File: src/core/psm_consts.svh
// Constants for the processor status monitor: register offsets, field positions, reset values and timing counts.
// Assumes it is included by bare name from the package and from the design modules.
`ifndef PSM_CONSTS_SVH
`define PSM_CONSTS_SVH

// Register offsets on the register port.
`define OFS_CPU1_DUTY_CUR 8'h67
`define OFS_CPU1_DUTY_AVG 8'h68
`define OFS_CPU2_DUTY_CUR 8'h69
`define OFS_CPU2_DUTY_AVG 8'h6a
`define OFS_INPUT_LEVELS 8'h6b
`define OFS_CPU1_VCODE 8'h6c
`define OFS_CPU2_VCODE 8'h6d

// Field positions and widths.
`define VCODE_W 6
`define VCODE_RES_HI 7
`define VCODE_RES_LO 6
`define INPUT_W 8
`define PIN_W 22

// Reset values.
`define DUTY_RESET 8'h00
`define VCODE_RESET 6'h00
`define RDATA_RESET 8'h00

// Duty scale: samples per interval and the top register code.
`define DUTY_STEPS 9'h100
`define DUTY_MAX 8'hff
`define DUTY_LAST_IDX 8'hff

// Timing: clock rate and the least stable time of a voltage code.
`define CLK_MHZ 200
`define VCODE_STABLE_NS 600
`define VCODE_STABLE_CYC 7'((`VCODE_STABLE_NS * `CLK_MHZ + 999) / 1000)

`endif

File: src/core/psm_pkg.sv
// Types shared by the processor status monitor modules.
// Assumes the constants header is on the include path.
`include "psm_consts.svh"

package psm_pkg;

	// One access on the register port.
	typedef struct packed
	{
		logic rd; // One-cycle read strobe.
		logic wr; // One-cycle write strobe.
		logic [7:0] addr; // Register offset.
		logic [7:0] wdata; // Write data.
	} reg_req_t;

	// Read answer of the register port.
	typedef struct packed
	{
		logic valid; // One-cycle answer marker.
		logic [7:0] data; // Read data.
	} reg_rsp_t;

	// Raw pin group, in the order cpu2 code, cpu1 code, inputs, cpu2 alert, cpu1 alert.
	typedef struct packed
	{
		logic [`VCODE_W-1:0] vcode2;
		logic [`VCODE_W-1:0] vcode1;
		logic [`INPUT_W-1:0] inputs_n;
		logic alert2_n;
		logic alert1_n;
	} pins_t;

	// State of the pin synchroniser.
	typedef struct packed
	{
		logic [`PIN_W-1:0] s1;
		logic [`PIN_W-1:0] s2;
		logic [`PIN_W-1:0] s3;
		logic [`PIN_W-1:0] q;
	} sync_state_t;

	// State of the monitor.
	typedef struct packed
	{
		logic [7:0] presc; // Clocks left to the next sample.
		logic [7:0] idx; // Sample index within the interval.
		logic [8:0] cnt1; // Active samples of processor 1.
		logic [8:0] cnt2; // Active samples of processor 2.
		logic seen1; // Processor 1 alert was active at any clock.
		logic seen2; // Processor 2 alert was active at any clock.
		logic [7:0] cur1;
		logic [7:0] avg1;
		logic [7:0] cur2;
		logic [7:0] avg2;
		logic [`VCODE_W-1:0] last1; // Last code seen on processor 1 pins.
		logic [`VCODE_W-1:0] last2;
		logic [6:0] stab1; // Clocks the processor 1 code has held.
		logic [6:0] stab2;
		logic [`VCODE_W-1:0] vc1;
		logic [`VCODE_W-1:0] vc2;
		reg_rsp_t rsp;
	} mon_state_t;

endpackage

File: src/core/pin_sync.sv
// Three-stage pin synchroniser with an agreement filter for all monitor pins.
// Assumes the pins are asynchronous to core_clk and change slowly against it.
`include "psm_consts.svh"

module pin_sync
(
	// Clock and reset.
	input wire logic core_clk,
	input wire logic reset,
	// Raw pins and their filtered levels.
	input wire psm_pkg::pins_t pins,
	output psm_pkg::pins_t levels_ff
);
	import psm_pkg::*;

	sync_state_t st_ff; // All synchroniser state.
	sync_state_t nxt_st; // Next state.

	// Stage one is read only by stage two; a bit is accepted once stages two and three agree.
	always_comb
	begin
		nxt_st = st_ff;
		nxt_st.s1 = pins;
		nxt_st.s2 = st_ff.s1;
		nxt_st.s3 = st_ff.s2;
		// A bit whose stages two and three still disagree keeps its old filtered level.
		nxt_st.q = (st_ff.q & (st_ff.s2 ^ st_ff.s3)) | (st_ff.s3 & ~(st_ff.s2 ^ st_ff.s3));
	end

	// Reset to all ones so that idle active-low pins read inactive.
	always_ff @(posedge core_clk)
	begin
		if (reset)
		begin
			st_ff <= '1;
		end
		else
		begin
			st_ff <= nxt_st;
		end
	end

	assign levels_ff = st_ff.q;

endmodule

File: src/core/processor_status_monitor.sv
// Processor status monitor: throttle duty, averaged duty, input levels and voltage codes.
// Assumes a register port driven by a serial front end on core_clk, and pins asynchronous to core_clk.
// How it works
// RULE1: Average becomes old average plus current, halved.
// RULE2: Average updates together with its current register.
// RULE3: Duty n of 256; one means tiny nonzero.
// RULE4: Interval end loads processor two current duty.
// RULE5: Duty write keeps contents, restarts both channels.
// RULE6: Input register bit is one when pin low.
// RULE7: Voltage code in 5:0, reserved 7:6, read-only.
// RULE8: Voltage code loads after 600 ns stable.
// RULE9: Interval end loads processor one current duty.
// RULE10: Count active samples, scaled to 256 steps.
`include "psm_consts.svh"

module processor_status_monitor
(
	// Clock and reset.
	input wire logic core_clk,
	input wire logic reset,
	// Processor and general-purpose pins.
	input wire logic cpu1_throttle_alert_n,
	input wire logic cpu2_throttle_alert_n,
	input wire logic [7:0] input_level_n,
	input wire logic [5:0] cpu1_voltage_code_pin,
	input wire logic [5:0] cpu2_voltage_code_pin,
	// Sampling period minus one, in clocks, from the interval setting.
	input wire logic [7:0] throttle_interval,
	// Register port.
	input wire psm_pkg::reg_req_t reg_req,
	output psm_pkg::reg_rsp_t reg_rsp_ff
);
	import psm_pkg::*;

	pins_t raw_pins; // Pins gathered for the synchroniser.
	pins_t lvl; // Filtered pin levels.
	mon_state_t st_ff; // All monitor state.
	mon_state_t nxt_st; // Next state.
	logic tick; // A sample is taken this clock.
	logic iv_end; // Last sample of the interval is taken this clock.
	logic restart; // Software restarts the capture cycle.
	logic act1; // Processor 1 alert is active.
	logic act2; // Processor 2 alert is active.
	logic [8:0] fin1; // Processor 1 count including this sample.
	logic [8:0] fin2; // Processor 2 count including this sample.
	logic [7:0] duty1; // Processor 1 duty at interval end.
	logic [7:0] duty2; // Processor 2 duty at interval end.

	// Turns an active-sample count into a duty code out of 256.
	function automatic logic [7:0] duty_code(input logic [8:0] cnt, input logic seen);
		logic [7:0] r;
		r = cnt[7:0];
		if (cnt == 9'h000)
		begin
			r = seen ? 8'h01 : 8'h00; // [RULE3]
		end
		else if (cnt >= `DUTY_STEPS)
		begin
			r = `DUTY_MAX; // [RULE3]
		end
		return r;
	endfunction

	// Halved sum of the previous average and the new reading.
	function automatic logic [7:0] avg_of(input logic [7:0] old, input logic [7:0] cur);
		logic [8:0] sum;
		sum = {1'b0, old} + {1'b0, cur};
		return sum[8:1];
	endfunction

	// Voltage-code stability counter, saturating at the stable time.
	function automatic logic [6:0] stab_next(input logic [6:0] cnt, input logic same);
		logic [6:0] r;
		r = 7'h00;
		if (same)
		begin
			r = (cnt == `VCODE_STABLE_CYC) ? cnt : 7'(cnt + 7'h01);
		end
		return r;
	endfunction

	assign raw_pins = '{vcode2: cpu2_voltage_code_pin, vcode1: cpu1_voltage_code_pin,
		inputs_n: input_level_n, alert2_n: cpu2_throttle_alert_n, alert1_n: cpu1_throttle_alert_n};

	// Synchronises and filters every pin.
	pin_sync u_sync
	(
		.core_clk(core_clk),
		.reset(reset),
		.pins(raw_pins),
		.levels_ff(lvl)
	);

	// Sampling, interval and restart decode.
	always_comb
	begin
		act1 = ~lvl.alert1_n;
		act2 = ~lvl.alert2_n;
		tick = (st_ff.presc == 8'h00);
		iv_end = tick && (st_ff.idx == `DUTY_LAST_IDX);
		restart = reg_req.wr && (reg_req.addr == `OFS_CPU1_DUTY_CUR || reg_req.addr == `OFS_CPU2_DUTY_CUR);
		fin1 = 9'(st_ff.cnt1 + {8'h00, act1});
		fin2 = 9'(st_ff.cnt2 + {8'h00, act2});
		duty1 = duty_code(fin1, st_ff.seen1 | act1);
		duty2 = duty_code(fin2, st_ff.seen2 | act2);
	end

	// Next-state logic of the whole monitor.
	always_comb
	begin
		nxt_st = st_ff;
		// Throttle measurement: one sample per period, 256 samples an interval.
		if (restart)
		begin
			// The duty registers keep their values; only the capture restarts.
			nxt_st.presc = throttle_interval; // [RULE5]
			nxt_st.idx = 8'h00; // [RULE5]
			nxt_st.cnt1 = 9'h000;
			nxt_st.cnt2 = 9'h000;
			nxt_st.seen1 = 1'b0;
			nxt_st.seen2 = 1'b0;
		end
		else if (iv_end)
		begin
			nxt_st.presc = throttle_interval;
			nxt_st.idx = 8'h00;
			nxt_st.cnt1 = 9'h000;
			nxt_st.cnt2 = 9'h000;
			nxt_st.seen1 = 1'b0;
			nxt_st.seen2 = 1'b0;
			nxt_st.cur1 = duty1; // [RULE9]
			nxt_st.cur2 = duty2; // [RULE4]
			nxt_st.avg1 = avg_of(st_ff.avg1, duty1); // [RULE1] [RULE2]
			nxt_st.avg2 = avg_of(st_ff.avg2, duty2); // [RULE1] [RULE2]
		end
		else
		begin
			nxt_st.presc = tick ? throttle_interval : 8'(st_ff.presc - 8'h01);
			nxt_st.seen1 = st_ff.seen1 | act1;
			nxt_st.seen2 = st_ff.seen2 | act2;
			if (tick)
			begin
				nxt_st.idx = 8'(st_ff.idx + 8'h01);
				nxt_st.cnt1 = fin1; // [RULE10]
				nxt_st.cnt2 = fin2; // [RULE10]
			end
		end
		// Voltage codes load only after the pins have held for the stable time.
		nxt_st.last1 = lvl.vcode1;
		nxt_st.last2 = lvl.vcode2;
		nxt_st.stab1 = stab_next(st_ff.stab1, lvl.vcode1 == st_ff.last1); // [RULE8]
		nxt_st.stab2 = stab_next(st_ff.stab2, lvl.vcode2 == st_ff.last2); // [RULE8]
		if (st_ff.stab1 == `VCODE_STABLE_CYC)
		begin
			nxt_st.vc1 = st_ff.last1; // [RULE8]
		end
		if (st_ff.stab2 == `VCODE_STABLE_CYC)
		begin
			nxt_st.vc2 = st_ff.last2; // [RULE8]
		end
		// Read answer one clock after the strobe; unmapped offsets read zero.
		nxt_st.rsp.valid = reg_req.rd;
		if (reg_req.rd)
		begin
			unique case (reg_req.addr)
				`OFS_CPU1_DUTY_CUR: nxt_st.rsp.data = st_ff.cur1;
				`OFS_CPU1_DUTY_AVG: nxt_st.rsp.data = st_ff.avg1;
				`OFS_CPU2_DUTY_CUR: nxt_st.rsp.data = st_ff.cur2;
				`OFS_CPU2_DUTY_AVG: nxt_st.rsp.data = st_ff.avg2;
				`OFS_INPUT_LEVELS: nxt_st.rsp.data = ~lvl.inputs_n; // [RULE6]
				`OFS_CPU1_VCODE: nxt_st.rsp.data = {2'b00, st_ff.vc1}; // [RULE7]
				`OFS_CPU2_VCODE: nxt_st.rsp.data = {2'b00, st_ff.vc2}; // [RULE7]
				default: nxt_st.rsp.data = `RDATA_RESET;
			endcase
		end
	end

	// Registers the monitor state.
	always_ff @(posedge core_clk)
	begin
		if (reset)
		begin
			st_ff <= '0;
			st_ff.cur1 <= `DUTY_RESET;
			st_ff.cur2 <= `DUTY_RESET;
			st_ff.vc1 <= `VCODE_RESET;
			st_ff.vc2 <= `VCODE_RESET;
		end
		else
		begin
			st_ff <= nxt_st;
		end
	end

	assign reg_rsp_ff = st_ff.rsp;
endmodule

File: config.mk
export PLATFORM = sky130hd
export DESIGN_NAME = processor_status_monitor
export DESIGN_NICKNAME = d
export VERILOG_FILES = /design/src/core/psm_pkg.sv /design/src/core/pin_sync.sv /design/src/core/processor_status_monitor.sv
export VERILOG_INCLUDE_DIRS = /design/src /design/src/core
export SDC_FILE = /design/constraint.sdc
export NUM_CORES = 1
export LEC_CHECK = 0
export ABC_AREA = 0
export BUFFER_PORTS_ARGS = -buffer_cell sky130_fd_sc_hd__buf_2
export CAP_MARGIN = 20
export CORE_MARGIN = 2
export CORE_UTILIZATION = 65
export DETAILED_ROUTE_END_ITERATION = 8
export PLACE_DENSITY = 0.83
export SYNTH_ARGS = -nofsm -noshare
export SYNTH_HDL_FRONTEND = slang
export SYNTH_SLANG_ARGS = --single-unit
File: constraint.sdc
create_clock -name core_clk -period 9.1 [get_ports core_clk]
set_input_delay 1.365 -clock core_clk [delete_from_list [all_inputs] [get_ports core_clk]]
set_output_delay 1.365 -clock core_clk [all_outputs]
set_load 0.05 [all_outputs]
==> run metrics <==
synth warn=0; Rows=42; P&R area growth vs syn=10.9%; CP Launch Type=flop; Finished Layout Cells=1173; GPL Wtd Cong=between 0.8 and 0.9; Starting Density=between 60% and 70%; Seq pwr share=between 40% and 50%; WP data required=around 9.5 ns; crit path kind=reg2reg; drt total wl=about 17000 um; Setup Viol. Count Final=0; Net Count, Synth=about 1000; Clock Power Share=around 45%; Fin Setup TNS=0 ns; Reg clk slew, reported paths=roughly 0.060 ns; Leak=about 3.7 nW; Reg2Reg Depth=19; Slew @ Worst Pin=about 0.93 ns; Max FO, Critical Path=6; Routed wire per std cell=between 10 and 15 um; Yosys cell types=65; IO Port Bufs=50; Worst setup endpoint=st_ff[54]$_SDFFE_PP0P_; Layout Utilization=approximately 73%; slowest library cell on the worst path=fa_1; number of instances in the placed design=1133; final antenna-violating net count=0; GRT overflow=0; Die Y=between 100 and 150 um; post-CTS setup buffer count=0; placed cell areas=0.00882 mm^2; post-synthesis cell count=960; number of synthesized flops with an enable pin=0; Pint=roughly 1.5 mW; via count=6597; Tot GR Track Use=23.4%; fmax=255 MHz; CTS sink cnt=approximately 200; period utilisation layout=43.2%; post-synthesis sequential area ratio=~47%; post-synthesis register bit count=just over 200; Post-DP HPWL=approximately 11000 um; reg2reg setup slack=roughly 5.2 ns; Die X=119 um; r2r endpoint=st_ff[54]$_SDFFE_PP0P_; synthesized cell area=roughly 0.0086 mm^2; NetSw=approximately 0.44 mW; CTS Hold Bufs=0; max-slew violations=0; syn_area_per_cell=8.99 um^2; Tot Pwr=1.96 mW; Pwr Density=205 mW/mm^2; largest net degree at the start of global routing=119; highest cell delay on the worst timing path=around 0.40 ns; share of layout cells above drive strength 1=between 15 and 20%; leading area contributor after synthesis=dfxtp_1; crit end category=flop; synth top area cells=dfxtp_1 47%, nor2_1 6.8%, or2_2 4.9%, xnor2_1 3.7%, ha_1 3.6%; post-CTS sizing=0; CP Cell Sequence=inv_1 > ha_1 > ha_1 > nand3_1 > nor2_1 > xnor2_1 > and4_1 > nor3_1 > a21oi_1 > nand2_1 > fa_1 > nor2b_1 > o21ai_0 > a21boi_0 > o21a_1 > o21ai_0 > nand2b_1 > a211oi_1 > nor3_1; maxcap violations=0; ys async rst share=0%; TritonCTS clock tree=built; hold crit path type=reg2reg; Final Hold Vio Count=0; die area=between 0.01 and 0.015 mm^2; status=finished clean; Most used DFF post-synth=dfxtp_1; CTS H-tree depth=1; IO Count=59; RSZ-0062 raised after global routing=no; Core ar.=~0.013 mm^2; Final nets=~1100; number of global-route vias before repair=around 6000; Clock Tree Buf Depth=3; initial antenna violation count=0; first-pass GRT wire length=~28000 um; combinational share of power=under 10%; antenna cells=0; CTS root buffer=clkbuf_16; Final Cell Area=0.00957 mm^2; Slew headroom=a little under two fifths; Period minus WS final=around 3.9 ns; clock skew=just over 0.02 ns; clk_lat worst skew=0.50 ns; share of the synthesized area in the top cell type=47.1%; CTS Buf Count=22; VDD IR max=~0.00017 V; DR DRC count=0; Sw Share=a little under a quarter; Vias/cell=5.62; CP arrival=around 4.3 ns; DR iter-0 viols=530; First-pass DRT Iterations=5
area by class of cell:
type	count	area, um^2
clock buffer	29	577
fill	945	3520
inverter	21	78.8
timing repair buffer	52	288
tap	176	220
sequential	203	4060
clock inverter	10	145
multi-input combinational	682	4200
power by group through the flow:
stage / clock network [mW] / registers [mW] / logic (mW)
after floorplan: 0 / 0.956 / 0.115
after global routing: 0.926 / 0.947 / 0.159
after global placement: 0 / 0.960 / 0.136
after detailed placement: 0 / 0.962 / 0.139
final: 0.876 / 0.943 / 0.140
after CTS: 0.890 / 0.943 / 0.141
routing by layer:
metal | vias to the layer above | track usage (%) | share of wire, %
li1 | 3290 | - | -
met3 | 27 | 3.83 | 5.4
met1 | 3101 | 31.6 | 46
met4 | 0 | 7.37 | 2.1
met5 | - | 0 | 0
met2 | 179 | 38.5 | 46
Yosys cell counts, drive strengths merged, types with 24 or more instances:
| cell type | instances |
|---|---|
| a21oi | 60 |
| nor3 | 31 |
| clkbuf | 24 |
| nand2 | 64 |
| buf | 30 |
| or2 | 68 |
| xnor2 | 36 |
| ha | 25 |
| xor2 | 30 |
| nor2 | 157 |
| dfxtp | 203 |
| nand3 | 29 |
| nor2b | 27 |
cells by family after synthesis:
kind of cell    count (synthesis)  synth area share (%)
fa+ha+maj                      27                  4.09
xor+xnor                       66                  6.70
mux                            16                  1.86
simple gates                  428                  25.0
compound gates                145                  11.0
flops                         203                  47.1
buf+inv                        75                  4.29
metrics by stage:
stage / setup WS [ns] / hold WS, ns
after floorplan: 5.82 / 0.389
after global placement: 5.25 / 0.391
after detailed placement: 5.19 / 0.393
after CTS: 5.24 / 0.400
after global routing: 4.78 / 0.418
final: 5.17 / 0.399
placed cells by master (no fill, tap or decap), types with 25 or more instances in the layout:
cell type / count
nor2_1: 156
a21oi_1: 60
ha_1: 25
dfxtp_1: 203
nor3_1: 29
or2_2: 67
nor2b_1: 27
buf_2: 49
xnor2_1: 36
xor2_1: 30
nand2_1: 62
nand3_1: 28
worst max-delay path, delay by kind of cell (launching register included):
kind | cells | cell delay [ns]
AND/OR/NAND/NOR | 8 | 1.35
AO/OA/AOI/OAI | 6 | 1.00
adder cells (fa/ha/maj) | 3 | 0.87
flip-flops | 1 | 0.35
XOR/XNOR | 1 | 0.18
buffers and inverters | 1 | 0.09
worst min-delay path by stage:
stage / start / cells past startpoint / slack, ns / to
global placement: u_sync.nxt_st[59]$_SDFF_PP1_ / 1 / 0.39 / u_sync.nxt_st[37]$_SDFF_PP1_
finish: u_sync.nxt_st[48]$_SDFF_PP1_ / 1 / 0.40 / u_sync.nxt_st[26]$_SDFF_PP1_
floorplan: u_sync.nxt_st[44]$_SDFF_PP1_ / 1 / 0.39 / u_sync.nxt_st[22]$_SDFF_PP1_
detailed placement: u_sync.nxt_st[61]$_SDFF_PP1_ / 1 / 0.39 / u_sync.nxt_st[39]$_SDFF_PP1_
global route: u_sync.nxt_st[58]$_SDFF_PP1_ / 1 / 0.42 / u_sync.nxt_st[36]$_SDFF_PP1_
CTS: u_sync.nxt_st[48]$_SDFF_PP1_ / 1 / 0.40 / u_sync.nxt_st[26]$_SDFF_PP1_
Note: power is estimated with default switching activity, not from simulation.
